===== src/verilog/psc_pkg.sv =====
// Package for the synthesizer control register bank.
// Holds field positions, register codes, widths and timing counts.
package psc_pkg;
	// Word and select field
	localparam int WORD_W        = 32;
	localparam int SEL_W         = 4;
	localparam int NUM_REGS      = 14;
	localparam logic [3:0] SEL_INT   = 4'h0;
	localparam logic [3:0] SEL_PFRAC = 4'h1;
	localparam logic [3:0] SEL_PHASE = 4'h2;
	localparam logic [3:0] SEL_SFRAC = 4'h3;
	localparam logic [3:0] SEL_SMOD  = 4'h4;
	localparam logic [3:0] SEL_REFDV = 4'h5;
	localparam logic [3:0] SEL_FUNC  = 4'h6;
	localparam logic [3:0] SEL_LDBIA = 4'h9;
	localparam logic [3:0] SEL_MUX   = 4'hC;
	// Integer and primary fraction register fields
	localparam int INT_VARMOD_BIT = 28;
	localparam int INT_LSB        = 4;
	localparam int INT_W          = 16;
	localparam int PF_LSB         = 4;
	localparam int PF_W           = 25;
	// Phase register fields
	localparam int PH_EN_BIT      = 31;
	localparam int PH_LSB         = 4;
	localparam int PH_W           = 12;
	// Secondary fraction and modulus
	localparam int F2_LSB         = 4;
	localparam int F2_W           = 24;
	// Reference divider register fields
	localparam int RD_LDMODE_LSB  = 30;
	localparam int RD_CP_LSB      = 25;
	localparam int RD_CP_W        = 4;
	localparam int RD_XBIT_BIT    = 24;
	localparam int RD_HALF_BIT    = 22;
	localparam int RD_DBL_BIT     = 21;
	localparam int RD_RCNT_LSB    = 16;
	localparam int RD_RCNT_W      = 5;
	localparam logic [1:0] LD_NORMAL = 2'h1;
	localparam logic [1:0] LD_TRI    = 2'h0;
	localparam logic [1:0] LD_HIGH   = 2'h2;
	// Function, bias and mux register fields
	localparam int FN_BLEED_LSB   = 24;
	localparam int FN_BLEED_W     = 8;
	localparam int FN_BPOL_BIT    = 23;
	localparam int FN_BEN_BIT     = 22;
	localparam int FN_INTM_BIT    = 20;
	localparam int FN_RLD_BIT     = 18;
	localparam int FN_SDNR_BIT    = 17;
	localparam int FN_CPTPD_BIT   = 16;
	localparam int FN_LWP_LSB     = 8;
	localparam int FN_PD_BIT      = 6;
	localparam int FN_CPT_BIT     = 5;
	localparam int FN_CRST_BIT    = 4;
	localparam int LB_LSB         = 30;
	localparam int MX_LESYNC_BIT  = 20;
	// Timing
	localparam int CLK_NS         = 20;
	localparam int SDRST_NS       = 100;
	localparam int SDRST_CYC      = (SDRST_NS + CLK_NS - 1) / CLK_NS;
	localparam int LOCK_RUN       = 8;
	localparam int REF_LOSS_NS    = 2000;
	localparam int REF_LOSS_CYC   = REF_LOSS_NS / CLK_NS;
endpackage : psc_pkg


===== src/verilog/psc_shift.sv =====
// Three-wire serial receiver: shifts 32 bits MSB first, loads on LE rise.
// Assumes pins already synchronised to i_clk by the caller.
`timescale 1ns/100ps
module psc_shift #(
	parameter int W = 32
) (
	// Clock and reset
	input  wire logic         i_clk,
	input  wire logic         i_rst,
	// Synchronised pins
	input  wire logic         i_sclk,
	input  wire logic         i_sdata,
	input  wire logic         i_le,
	// Word out
	output logic [W-1:0]      o_word,
	output logic              o_load
);
	logic [W-1:0] sr_q, sr_d;
	logic         sclk_q, le_q, load_d;

	always_comb begin
		sr_d   = sr_q;
		load_d = i_le & ~le_q;
		if (i_sclk & ~sclk_q & ~i_le) begin
			sr_d = {sr_q[W-2:0], i_sdata};
		end
	end

	always_ff @(posedge i_clk or posedge i_rst) begin
		if (i_rst) begin
			sr_q   <= '0;
			sclk_q <= 1'b0;
			le_q   <= 1'b0;
			o_load <= 1'b0;
		end else begin
			sr_q   <= sr_d;
			sclk_q <= i_sclk;
			le_q   <= i_le;
			o_load <= load_d;
		end
	end

	assign o_word = sr_q;
endmodule : psc_shift


===== src/verilog/psc_lockdet.sv =====
// Lock detector: counts consecutive comparisons inside a window.
// Assumes phase error magnitude arrives as a same-clock strobe.
`timescale 1ns/100ps
module psc_lockdet #(
	parameter int RUN = psc_pkg::LOCK_RUN
) (
	// Clock and reset
	input  wire logic        i_clk,
	input  wire logic        i_rst,
	// Comparison
	input  wire logic        i_cmp,
	input  wire logic [7:0]  i_err,
	input  wire logic [7:0]  i_window,
	input  wire logic        i_clear,
	// Result
	output logic             o_lock
);
	logic [3:0] run_q, run_d;
	logic       lock_d;

	always_comb begin
		run_d  = run_q;
		lock_d = o_lock;
		if (i_clear) begin
			run_d  = 4'h0;
			lock_d = 1'b0;
		end else if (i_cmp) begin
			if (i_err < i_window) begin
				if (run_q < 4'(RUN)) begin
					run_d = run_q + 4'h1;
				end
				lock_d = (run_q >= 4'(RUN - 1));
			end else begin
				run_d  = 4'h0;
				lock_d = 1'b0;
			end
		end
	end

	always_ff @(posedge i_clk or posedge i_rst) begin
		if (i_rst) begin
			run_q  <= 4'h0;
			o_lock <= 1'b0;
		end else begin
			run_q  <= run_d;
			o_lock <= lock_d;
		end
	end
endmodule : psc_lockdet


===== src/verilog/psc_regbank.sv =====
// Control register bank of the synthesizer, fed by the three-wire link.
// Assumes the comparator inputs are already in i_clk's domain; the serial pins
// and the reference strobe pass the two-stage synchronisers here.
// Notes on behaviour
// - Low four bits select register 0-13
// - Frequency applied only on integer write
// - Integer bit 28 picks variable modulus
// - Phase enable advances phase after integer write
// - Phase advance equals value times 360/4096
// - Secondary fraction ignored under fixed modulus
// - Secondary modulus ignored under fixed modulus
// - Lock pin mode: 01 normal, 00 three-state, else forced
// - Charge pump current code bits 28-25
// - Clear bit 24 adds 26th modulus bit under fixed modulus
// - Bit 22 enables reference halver
// - Doubler enable and 5-bit reference count
// - Bleed magnitude and polarity fields
// - Bleed enable; host uses in fractional
// - Integer mode disables sigma-delta modulator
// - Reference loss drops lock indication
// - Clear bit 17 zeroes fraction on write
// - Bit 16 three-states pump, comparator runs
// - Lock window from precision and bias
// - Power-down keeps registers, clear re-enables
// - Bit 5 three-states charge pump
// - Bit 4 holds dividers in reset
`timescale 1ns/100ps
module psc_regbank (
	// Clock and reset
	input  wire logic         i_clk,
	input  wire logic         i_rst,
	// Three-wire serial pins
	input  wire logic         i_sclk,
	input  wire logic         i_sdata,
	input  wire logic         i_le,
	// Reference and lock comparison
	input  wire logic         i_ref,
	input  wire logic         i_cmp,
	input  wire logic [7:0]   i_phase_err,
	// Frequency setting, applied copies
	output logic [15:0]       o_int_value,
	output logic [24:0]       o_primary_fraction,
	output logic [23:0]       o_secondary_fraction,
	output logic [23:0]       o_secondary_modulus,
	output logic              o_variable_modulus,
	output logic              o_extra_modulus_bit,
	output logic              o_sigma_delta_modulator_en,
	output logic              o_fraction_zero,
	// Phase adjust
	output logic              o_phase_step,
	output logic [11:0]       o_phase_value,
	// Reference path and pump
	output logic              o_reference_halver,
	output logic              o_ref_doubler,
	output logic [4:0]        o_ref_count,
	output logic [3:0]        o_cp_current,
	output logic [7:0]        o_bleed_value,
	output logic              o_bleed_negative,
	output logic              o_bleed_en,
	output logic              o_cp_tristate,
	output logic              o_counter_reset,
	output logic              o_power_down,
	// Lock indicator pin
	output logic              o_lock_indicator_pin,
	output logic              o_lock_indicator_pin_oe
);
	//////////////////////////////////////////////////////////////////////////
	// Pin synchronisers
	logic [2:0] pin_m_q, pin_s_q;
	logic       ref_m_q, ref_s_q, ref_l_q;

	always_ff @(posedge i_clk or posedge i_rst) begin
		if (i_rst) begin
			pin_m_q <= 3'h0;
			pin_s_q <= 3'h0;
			ref_m_q <= 1'b0;
			ref_s_q <= 1'b0;
			ref_l_q <= 1'b0;
		end else begin
			pin_m_q <= {i_sclk, i_sdata, i_le};
			pin_s_q <= pin_m_q;
			ref_m_q <= i_ref;
			ref_s_q <= ref_m_q;
			ref_l_q <= ref_s_q;
		end
	end

	logic [31:0] word;
	logic        load;

	psc_shift #(.W(psc_pkg::WORD_W)) u_shift (
		.i_clk   (i_clk),
		.i_rst   (i_rst),
		.i_sclk  (pin_s_q[2]),
		.i_sdata (pin_s_q[1]),
		.i_le    (pin_s_q[0]),
		.o_word  (word),
		.o_load  (load)
	);

	//////////////////////////////////////////////////////////////////////////
	// Register file, one word per select code 0-13
	logic [31:0] regs_q [psc_pkg::NUM_REGS];
	logic [3:0]  sel;
	logic        hit;
	assign sel = word[psc_pkg::SEL_W-1:0];
	assign hit = load && (sel < 4'(psc_pkg::NUM_REGS));

	genvar g;
	generate
		for (g = 0; g < psc_pkg::NUM_REGS; g++) begin : g_reg
			logic [31:0] r_d;
			always_comb begin
				r_d = regs_q[g];
				if (hit && sel == 4'(g)) begin
					r_d = word;
				end
			end
			always_ff @(posedge i_clk or posedge i_rst) begin
				if (i_rst) begin
					regs_q[g] <= 32'h0;
				end else begin
					regs_q[g] <= r_d;
				end
			end
		end
	endgenerate

	logic [31:0] r_ph, r_f1, r_rd, r_fn, r_ldb, r_in;
	assign r_in  = regs_q[psc_pkg::SEL_INT];
	assign r_f1  = regs_q[psc_pkg::SEL_PFRAC];
	assign r_ph  = regs_q[psc_pkg::SEL_PHASE];
	assign r_rd  = regs_q[psc_pkg::SEL_REFDV];
	assign r_fn  = regs_q[psc_pkg::SEL_FUNC];
	assign r_ldb = regs_q[psc_pkg::SEL_LDBIA];

	//////////////////////////////////////////////////////////////////////////
	// Applied settings, updated on integer write
	logic        int_wr;
	logic        varmod;
	logic [2:0]  sdr_q, sdr_d;
	logic [11:0] rlost_q, rlost_d;
	logic        ref_edge;
	assign int_wr   = hit && sel == psc_pkg::SEL_INT;
	assign varmod   = word[psc_pkg::INT_VARMOD_BIT];
	assign ref_edge = ref_s_q ^ ref_l_q;

	always_comb begin
		sdr_d = (sdr_q != 3'h0) ? sdr_q - 3'h1 : 3'h0;
		if (int_wr && !r_fn[psc_pkg::FN_SDNR_BIT]) begin
			sdr_d = 3'(psc_pkg::SDRST_CYC);
		end
		rlost_d = ref_edge ? 12'h0 : rlost_q;
		if (!ref_edge && rlost_q < 12'(psc_pkg::REF_LOSS_CYC)) begin
			rlost_d = rlost_q + 12'h1;
		end
	end

	always_ff @(posedge i_clk or posedge i_rst) begin
		if (i_rst) begin
			o_int_value          <= 16'h0;
			o_primary_fraction   <= 25'h0;
			o_secondary_fraction <= 24'h0;
			o_secondary_modulus  <= 24'h0;
			o_variable_modulus   <= 1'b0;
			o_phase_step         <= 1'b0;
			o_phase_value        <= 12'h0;
			o_fraction_zero      <= 1'b0;
			sdr_q                <= 3'h0;
			rlost_q              <= 12'h0;
		end else begin
			o_phase_step <= 1'b0;
			if (int_wr) begin
				o_int_value        <= word[psc_pkg::INT_LSB +: psc_pkg::INT_W];
				o_primary_fraction <= r_f1[psc_pkg::PF_LSB +: psc_pkg::PF_W];
				o_variable_modulus <= varmod;
				// Fixed modulus zeroes the second pair
				o_secondary_fraction <= varmod ?
					regs_q[psc_pkg::SEL_SFRAC][psc_pkg::F2_LSB +: psc_pkg::F2_W] : 24'h0;
				o_secondary_modulus <= varmod ?
					regs_q[psc_pkg::SEL_SMOD][psc_pkg::F2_LSB +: psc_pkg::F2_W] : 24'h0;
				o_phase_step  <= r_ph[psc_pkg::PH_EN_BIT];
				o_phase_value <= r_ph[psc_pkg::PH_LSB +: psc_pkg::PH_W];
			end
			o_fraction_zero <= (sdr_d != 3'h0);
			sdr_q           <= sdr_d;
			rlost_q         <= rlost_d;
		end
	end

	//////////////////////////////////////////////////////////////////////////
	// Static controls from reference and function registers
	logic        ref_lost;
	logic [7:0]  window;
	logic        lock;
	logic [1:0]  ld_mode;
	assign ref_lost = rlost_q >= 12'(psc_pkg::REF_LOSS_CYC);
	assign ld_mode  = r_rd[psc_pkg::RD_LDMODE_LSB +: 2];
	// Window grows with precision and bias codes
	assign window = 8'h4 + {3'h0, r_fn[psc_pkg::FN_LWP_LSB +: 2], 3'h0}
		+ {4'h0, r_ldb[psc_pkg::LB_LSB +: 2], 2'h0};

	psc_lockdet u_lock (
		.i_clk    (i_clk),
		.i_rst    (i_rst),
		.i_cmp    (i_cmp),
		.i_err    (i_phase_err),
		.i_window (window),
		.i_clear  (o_counter_reset | o_power_down |
			(r_fn[psc_pkg::FN_RLD_BIT] & ref_lost)),
		.o_lock   (lock)
	);

	always_ff @(posedge i_clk or posedge i_rst) begin
		if (i_rst) begin
			o_extra_modulus_bit        <= 1'b0;
			o_sigma_delta_modulator_en <= 1'b0;
			o_reference_halver         <= 1'b0;
			o_ref_doubler              <= 1'b0;
			o_ref_count                <= 5'h0;
			o_cp_current               <= 4'h0;
			o_bleed_value              <= 8'h0;
			o_bleed_negative           <= 1'b0;
			o_bleed_en                 <= 1'b0;
			o_cp_tristate              <= 1'b0;
			o_counter_reset            <= 1'b0;
			o_power_down               <= 1'b0;
			o_lock_indicator_pin       <= 1'b0;
			o_lock_indicator_pin_oe    <= 1'b0;
		end else begin
			o_extra_modulus_bit <= !r_rd[psc_pkg::RD_XBIT_BIT] && !o_variable_modulus;
			o_sigma_delta_modulator_en <= !r_fn[psc_pkg::FN_INTM_BIT];
			o_reference_halver <= r_rd[psc_pkg::RD_HALF_BIT];
			o_ref_doubler      <= r_rd[psc_pkg::RD_DBL_BIT];
			o_ref_count        <= r_rd[psc_pkg::RD_RCNT_LSB +: psc_pkg::RD_RCNT_W];
			o_cp_current       <= r_rd[psc_pkg::RD_CP_LSB +: psc_pkg::RD_CP_W];
			o_bleed_value      <= r_fn[psc_pkg::FN_BLEED_LSB +: psc_pkg::FN_BLEED_W];
			o_bleed_negative   <= r_fn[psc_pkg::FN_BPOL_BIT];
			o_bleed_en         <= r_fn[psc_pkg::FN_BEN_BIT];
			o_cp_tristate      <= r_fn[psc_pkg::FN_CPT_BIT] | r_fn[psc_pkg::FN_CPTPD_BIT];
			o_counter_reset    <= r_fn[psc_pkg::FN_CRST_BIT];
			o_power_down       <= r_fn[psc_pkg::FN_PD_BIT];
			case (ld_mode)
				psc_pkg::LD_NORMAL: begin
					o_lock_indicator_pin    <= lock;
					o_lock_indicator_pin_oe <= 1'b1;
				end
				psc_pkg::LD_TRI: begin
					o_lock_indicator_pin    <= 1'b0;
					o_lock_indicator_pin_oe <= 1'b0;
				end
				psc_pkg::LD_HIGH: begin
					o_lock_indicator_pin    <= 1'b1;
					o_lock_indicator_pin_oe <= 1'b1;
				end
				default: begin
					o_lock_indicator_pin    <= 1'b0;
					o_lock_indicator_pin_oe <= 1'b1;
				end
			endcase
		end
	end

	//////////////////////////////////////////////////////////////////////////
	// Checks
	a_int_only_apply: assert property (@(posedge i_clk) disable iff (i_rst)
		$changed(o_int_value) |-> $past(int_wr)) else $error("int changed without int write");
	a_phase_step_src: assert property (@(posedge i_clk) disable iff (i_rst)
		o_phase_step |-> $past(int_wr) && $past(r_ph[31])) else $error("phase step without cause");
	a_fixed_drop_f2: assert property (@(posedge i_clk) disable iff (i_rst)
		!o_variable_modulus |-> o_secondary_fraction == 24'h0) else $error("fraction2 used in fixed");
	a_fixed_drop_m2: assert property (@(posedge i_clk) disable iff (i_rst)
		!o_variable_modulus |-> o_secondary_modulus == 24'h0) else $error("modulus2 used in fixed");
	a_sd_reset_pulse: assert property (@(posedge i_clk) disable iff (i_rst)
		int_wr && !r_fn[17] |=> ##1 o_fraction_zero [*3]) else $error("fraction zero missing");
	a_no_sd_reset: assert property (@(posedge i_clk) disable iff (i_rst)
		$rose(o_fraction_zero) |-> $past(int_wr) && !$past(r_fn[psc_pkg::FN_SDNR_BIT])) else $error("spurious zero");
	a_ref_loss_drop: assert property (@(posedge i_clk) disable iff (i_rst)
		r_fn[18] && ref_lost && ld_mode == 2'h1 |-> ##[1:3] !o_lock_indicator_pin) else $error("lock kept");
	a_pin_tristate: assert property (@(posedge i_clk) disable iff (i_rst)
		ld_mode == 2'h0 |=> !o_lock_indicator_pin_oe) else $error("pin driven in tristate");
	a_pd_follow: assert property (@(posedge i_clk) disable iff (i_rst)
		$changed(r_fn[6]) |=> o_power_down == $past(r_fn[6])) else $error("power down lag");
	a_cnt_reset: assert property (@(posedge i_clk) disable iff (i_rst)
		o_counter_reset |=> !lock) else $error("lock under counter reset");
	a_range_ignore: assert property (@(posedge i_clk) disable iff (i_rst)
		load && sel > 4'hD |=> $stable(r_fn) && $stable(r_rd) && $stable(r_in)) else $error("select 14-15 stored");
	a_window_drop: assert property (@(posedge i_clk) disable iff (i_rst)
		i_cmp && i_phase_err >= window |=> !lock) else $error("lock kept outside window");
	a_pd_clear: assert property (@(posedge i_clk) disable iff (i_rst)
		o_power_down |=> !lock) else $error("lock kept in power down");
	a_cp_three: assert property (@(posedge i_clk) disable iff (i_rst)
		r_fn[psc_pkg::FN_CPT_BIT] |=> o_cp_tristate) else $error("pump not three-state");
	a_extra_var: assert property (@(posedge i_clk) disable iff (i_rst)
		o_variable_modulus |=> !o_extra_modulus_bit) else $error("extra bit in variable mode");
	a_sdm_follow: assert property (@(posedge i_clk) disable iff (i_rst)
		$changed(r_fn[psc_pkg::FN_INTM_BIT]) |=> o_sigma_delta_modulator_en == !$past(r_fn[psc_pkg::FN_INTM_BIT]))
		else $error("modulator enable lag");

	c_int_write:   cover property (@(posedge i_clk) int_wr);
	c_ref_lost:    cover property (@(posedge i_clk) ref_lost && r_fn[psc_pkg::FN_RLD_BIT]);
	c_phase_step:  cover property (@(posedge i_clk) o_phase_step);
	c_locked:      cover property (@(posedge i_clk) o_lock_indicator_pin && o_lock_indicator_pin_oe);
	c_power_down:  cover property (@(posedge i_clk) $rose(o_power_down));
endmodule : psc_regbank


===== config.mk =====
export PLATFORM = sky130hd
export DESIGN_NAME = psc_regbank
export DESIGN_NICKNAME = d
export VERILOG_FILES = /design/src/verilog/psc_pkg.sv /design/src/verilog/psc_shift.sv /design/src/verilog/psc_lockdet.sv /design/src/verilog/psc_regbank.sv
export SDC_FILE = /design/constraint.sdc
export NUM_CORES = 1
export LEC_CHECK = 0
export BUFFER_PORTS_ARGS = -buffer_cell sky130_fd_sc_hd__buf_2
export CAP_MARGIN = 20
export CORE_UTILIZATION = 62
export CTS_CLUSTER_DIAMETER = 50
export CTS_CLUSTER_SIZE = 12
export DETAILED_ROUTE_END_ITERATION = 10
export PLACE_DENSITY = 0.95
export SYNTH_ARGS = -nofsm -noshare
export SYNTH_HDL_FRONTEND = slang
export SYNTH_SLANG_ARGS = --single-unit

===== constraint.sdc =====
create_clock -name i_clk -period 21.5 [get_ports i_clk]
set_input_delay 4.3 -clock i_clk [delete_from_list [all_inputs] [get_ports i_clk]]
set_output_delay 4.3 -clock i_clk [all_outputs]
set_load 0.03 [all_outputs]

After elaboration in Yosys (flattened, before gate mapping)
Index checks and enable logic that the tools add are counted.

Register bits after elaboration: 409. Input bits: 15. Output and inout port bits: 132. Logic and storage cells: 114.

$add $sub $neg: 5. Muxes and demuxes: 16. Magnitude comparators: 6. Equality and inequality tests: 10. Reductions and logical operators: 24. Bitwise operators: 11.

Operator list (number): $mux 24 (2); $mux 12 (2); $mux 4 (4); $add 12x1->12 const B (1); $eq 4x3->1 const B (3); $ge 12x7->1 const B (1); $logic_and 1x1->1 (12); $lt 12x7->1 const B (1); $eq 4x2->1 const B (2); $lt 4x4->1 const B (2); $lt 8x7->1 (1); $add 6x4->7 (1); $add 3x5->6 const A (1); $mux 3 (2); $reduce_bool 3->1 (2); $logic_not 1->1 (5); $mux 1 (5); $add 4x1->4 const B (1); $and 1x1->1 (4); $eq 4x1->1 const B (1); $eq 4x4->1 const B (1); $ge 4x3->1 const B (1); $logic_not 4->1 (1); $reduce_bool 2->1 (2); other kinds (10) (14).

Depth between registers and ports, before layout
Word-level depth: 6. Gate-level depth with buffers: 8. Mapped depth without buffers: 8.

Modules after synthesis
Synthesis repeated with hierarchy kept, for this count alone.

Cell total of the unflattened synthesis: 839. Area, all modules: 11984.0 µm².

Modules (own cells, without submodules): psc_regbank (area an instance 10252.3 µm², instances 1, seq. area each 6931.6 µm², cells each 721); psc_shift (area an instance 1298.7 µm², instances 1, seq. area each 875.8 µm², cells each 73); psc_lockdet (area an instance 432.9 µm², instances 1, seq. area each 125.1 µm², cells each 45).

Least setup slack after synthesis
OpenSTA, ideal clock, no wires.

Path type: in2reg. From: input i_phase_err[2]. To: register u_lock.o_lock. Data arrival time: 5332 ps. Stages: 5. Setup time: 107 ps. Slack: 16062 ps. Path buffers: 0. Required time: 21393 ps. Cell sequence: ha_1 o211ai_1 a21boi_0 o21a_1 a2111oi_4.

Cells in the longest elaborated chain, start to end: 4.

Ends and longest elaborated chain: start, declared (RTL line psc_regbank.sv:39) `input wire logic [7:0] i_phase_err,`; $lt 8x7->1 (RTL line psc_lockdet.sv:28) `if (i_err < i_window) begin`; $mux 1 (RTL line psc_lockdet.sv:28); $mux 1 (RTL line psc_lockdet.sv:27) `end else if (i_cmp) begin`; $mux 1 (RTL line psc_lockdet.sv:24) `if (i_clear) begin`; end signal, assigned (RTL line psc_lockdet.sv:46) `o_lock <= lock_d;`; end, declared (RTL line psc_lockdet.sv:16) `output logic o_lock`.

No other way between the ends. The select of a mux whose other input is x is not followed. A chain may end at the register's enable or synchronous reset.

==> metrics.cfg <==
[outcome]
status=finished, final reports clean

[placed_design]
dp_cells=1180
dpl.hpwl_mm=14.7
gp_congestion=0.771
io_buffers=144
dpl_cell_area_sq_um=12800

[synth]
yosys.cell_types.count=47
avgSynthCellArea_sq_um=14.3
synth-edff-count=0
ys_seq_elements=317
syn_area_sq_um=11900
ys_dominant_reg_cell=dfrtp_1
syn_nets=860
synth_warnings=0
ys_seq_area_share_pct=66.8
ys_async_sr_fraction_pct=100
synthCells=831

[timing]
fin_skew_ns=0.00775
setup_viol=0
post-route-min-period_ns=6.17
timing.setup.tns_ns=0
slew_headroom_pct=29.5
worst_slew_pin_slew_ns=1.06
hold_ws_ns=0.345
timing.final.crit_share_pct=28.7
final-max-slew-violation-count=0
rsz0062_at_grt=false
hold_violations=0
fmaxAchievable_mhz=162

[layout]
final_cell_area_sq_um=13700
area_delta_synth_final_pct=15.3
postLayoutCoreUtil_pct=72.9
stdcell_count=1220
fillers=1146
regArea_sq_um=7930
fin_nets=1009
multiInputGateArea_sq_um=3750
drive_gt1_share_pct=41.0

[setup_path]
critPathMaxFanout=128
worstReg2RegEnd=o_int_value[1]
arrival_ns=6.64
rrSetupSlack_ns=18.88
slowest_stage=buf_4
rr_startpoint=u_shift.o_word[0]
cpPeakStageDelay_ns=0.82
rr_worst_depth=4
cp.required_ns=21.96
path_cells=buf_2, inv_8, buf_16, buf_4, buf_16, buf_4
path_class=input port to async pin
critPathLaunchType=input port
critPathBufInv=6
cpLargestDelayFamily=buffers and inverters
end_kind=async pin

[global_routing]
grt_use_total_pct=25.4
grt_start_max_net_pins=156
antenna_found_initial=1
grt_overflow=0
grt_pass1_vias=7481
grt_pass1_wl_mm=39.0

[clock_network]
cts_made_buffers=30
clk_pin_slew_ns=0.06
cts_tree=built
post_cts_buffers=0
htree_levels=1
ctsHoldBuffers=0
cts_max_path_buffers=3
clock-root-buffer=clkbuf_16
cts.sinks=317
cts_resized=0
insertion_delay_ns=0.53

[floorplanning]
core_area_sq_um=18800
die_x_um=140
row_count=50
boundaryPins=147
die_y_um=140
dieArea_sq_um=19700
start_util_pct=63.3

[power_and_ir_drop]
powerDensity_nw_per_um2=89.2
p_leak_nw=7.23
vdd_drop_max_uv=84.3

[drt]
drtAntennaViolNets=0
wl_mm=24.1
drt_iter0_drc=354
drt-vias-per-instance=5.70
vias=6958
first_pass_iters=6
wl_per_cell_um=19.7
drc=0

[worst_hold_path]
hp-class=register to register
min_path_cells=0
hold-path-endpoint=ref_s_q
worstHoldStart=ref_m_q

[flow_run]
cap_violations=0

## power breakdown
group / switching [mW] / internal (mW) / total [mW]
logic: 0.0627 / 0.0424 / 0.105
clock network: 0.199 / 0.261 / 0.460
registers: 0.0299 / 0.627 / 0.657
## synthesized netlist by cell type, types with 4 or more instances
cell type	n	share of area (%)
xnor2_1	5	0.37
nor2_1	14	0.44
buf_2	22	0.93
a21oi_1	6	0.25
nand2_1	114	3.6
mux2_2	201	19
nor3_1	5	0.21
dfrtp_1	317	67
clkbuf_1	12	0.38
o21ai_0	53	2.2
buf_1	4	0.13
ha_1	13	1.4
and2_1	4	0.21
inv_1	12	0.38
## worst max-delay path by stage
| stage | startpoint | endpoint | slack (ns) | cells past startpoint |
|---|---|---|---|---|
| 2_1_floorplan | i_rst | o_bleed_en | 8.43 | 1 |
| 3_3_place_gp | i_rst | u_shift.o_word[28] | 14.26 | 4 |
| 3_5_place_dp | i_rst | u_shift.o_word[28] | 14.23 | 4 |
| 4_1_cts | i_rst | u_shift.o_word[28] | 14.80 | 4 |
| 5_1_grt | i_rst | u_shift.o_word[28] | 14.88 | 6 |
| 6_report | i_rst | u_shift.o_word[28] | 15.33 | 6 |
## layout by cell type, fill, tap and decap left out, types with 2 or more instances in the layout
master and count:
a21oi_1 6, a41oi_1 2, and2_1 4, and3_1 3, buf_16 2, buf_2 144, buf_4 9, clkbuf_1 4
clkbuf_16 31, clkbuf_8 2, dfrtp_1 316, ha_1 13, inv_1 11, mux2_1 2, mux2_2 201, mux2i_1 2
nand2_1 113, nand2b_1 3, nand3_1 2, nand3b_1 3, nor2_1 14, nor2b_1 3, nor3_1 5, nor3b_2 3
nor4_1 2, o21a_1 2, o21ai_0 53, or3_1 2, xnor2_1 5
## registers in the layout, summed over array words and instances, names as in the netlist, 8 cells and up
register,flops
rlost_q,12
o_int_value,16
r_rd,14
o_primary_fraction,25
r_fn,19
o_secondary_modulus,24
u_shift.o_word,32
regs_q,48
o_phase_value,12
r_f1,25
o_bleed_value,8
r_ph,13
o_secondary_fraction,24
## metal layers
metal | track usage (%) | up-vias | wire length [um]
met5 | 0 | - | 0
met2 | 43.8 | 166 | 12500
met1 | 32.5 | 3618 | 9860
met3 | 4.82 | 48 | 1090
li1 | - | 3126 | -
met4 | 8.50 | 0 | 627
## through the flow
step | power [mW] | worst slack, ns
after global placement | 0.763 | 14.26
after detailed placement | 0.771 | 14.23
final | 1.22 | 15.33
after floorplan | 0.736 | 8.43
after CTS | 1.23 | 14.80
after global routing | 1.26 | 14.88
## kinds of logic after synthesis
kind of cell,synth area share (%)
simple gates,6.18
buf+inv,1.81
fa+ha+maj,1.54
flops,66.8
compound gates,3.81
xor+xnor,0.442
mux,19.4
## layout make-up
cell class	instances	share of cell area (%)
Clock buffer	37	5.98
Multi-Input combinational cell	464	27.4
Inverter	12	0.384
Timing Repair Buffer	155	6.16
Antenna cell	1	0.0183
Sequential cell	317	58.0
Tap cell	234	2.14
Note: power is estimated with default switching activity, not from simulation.
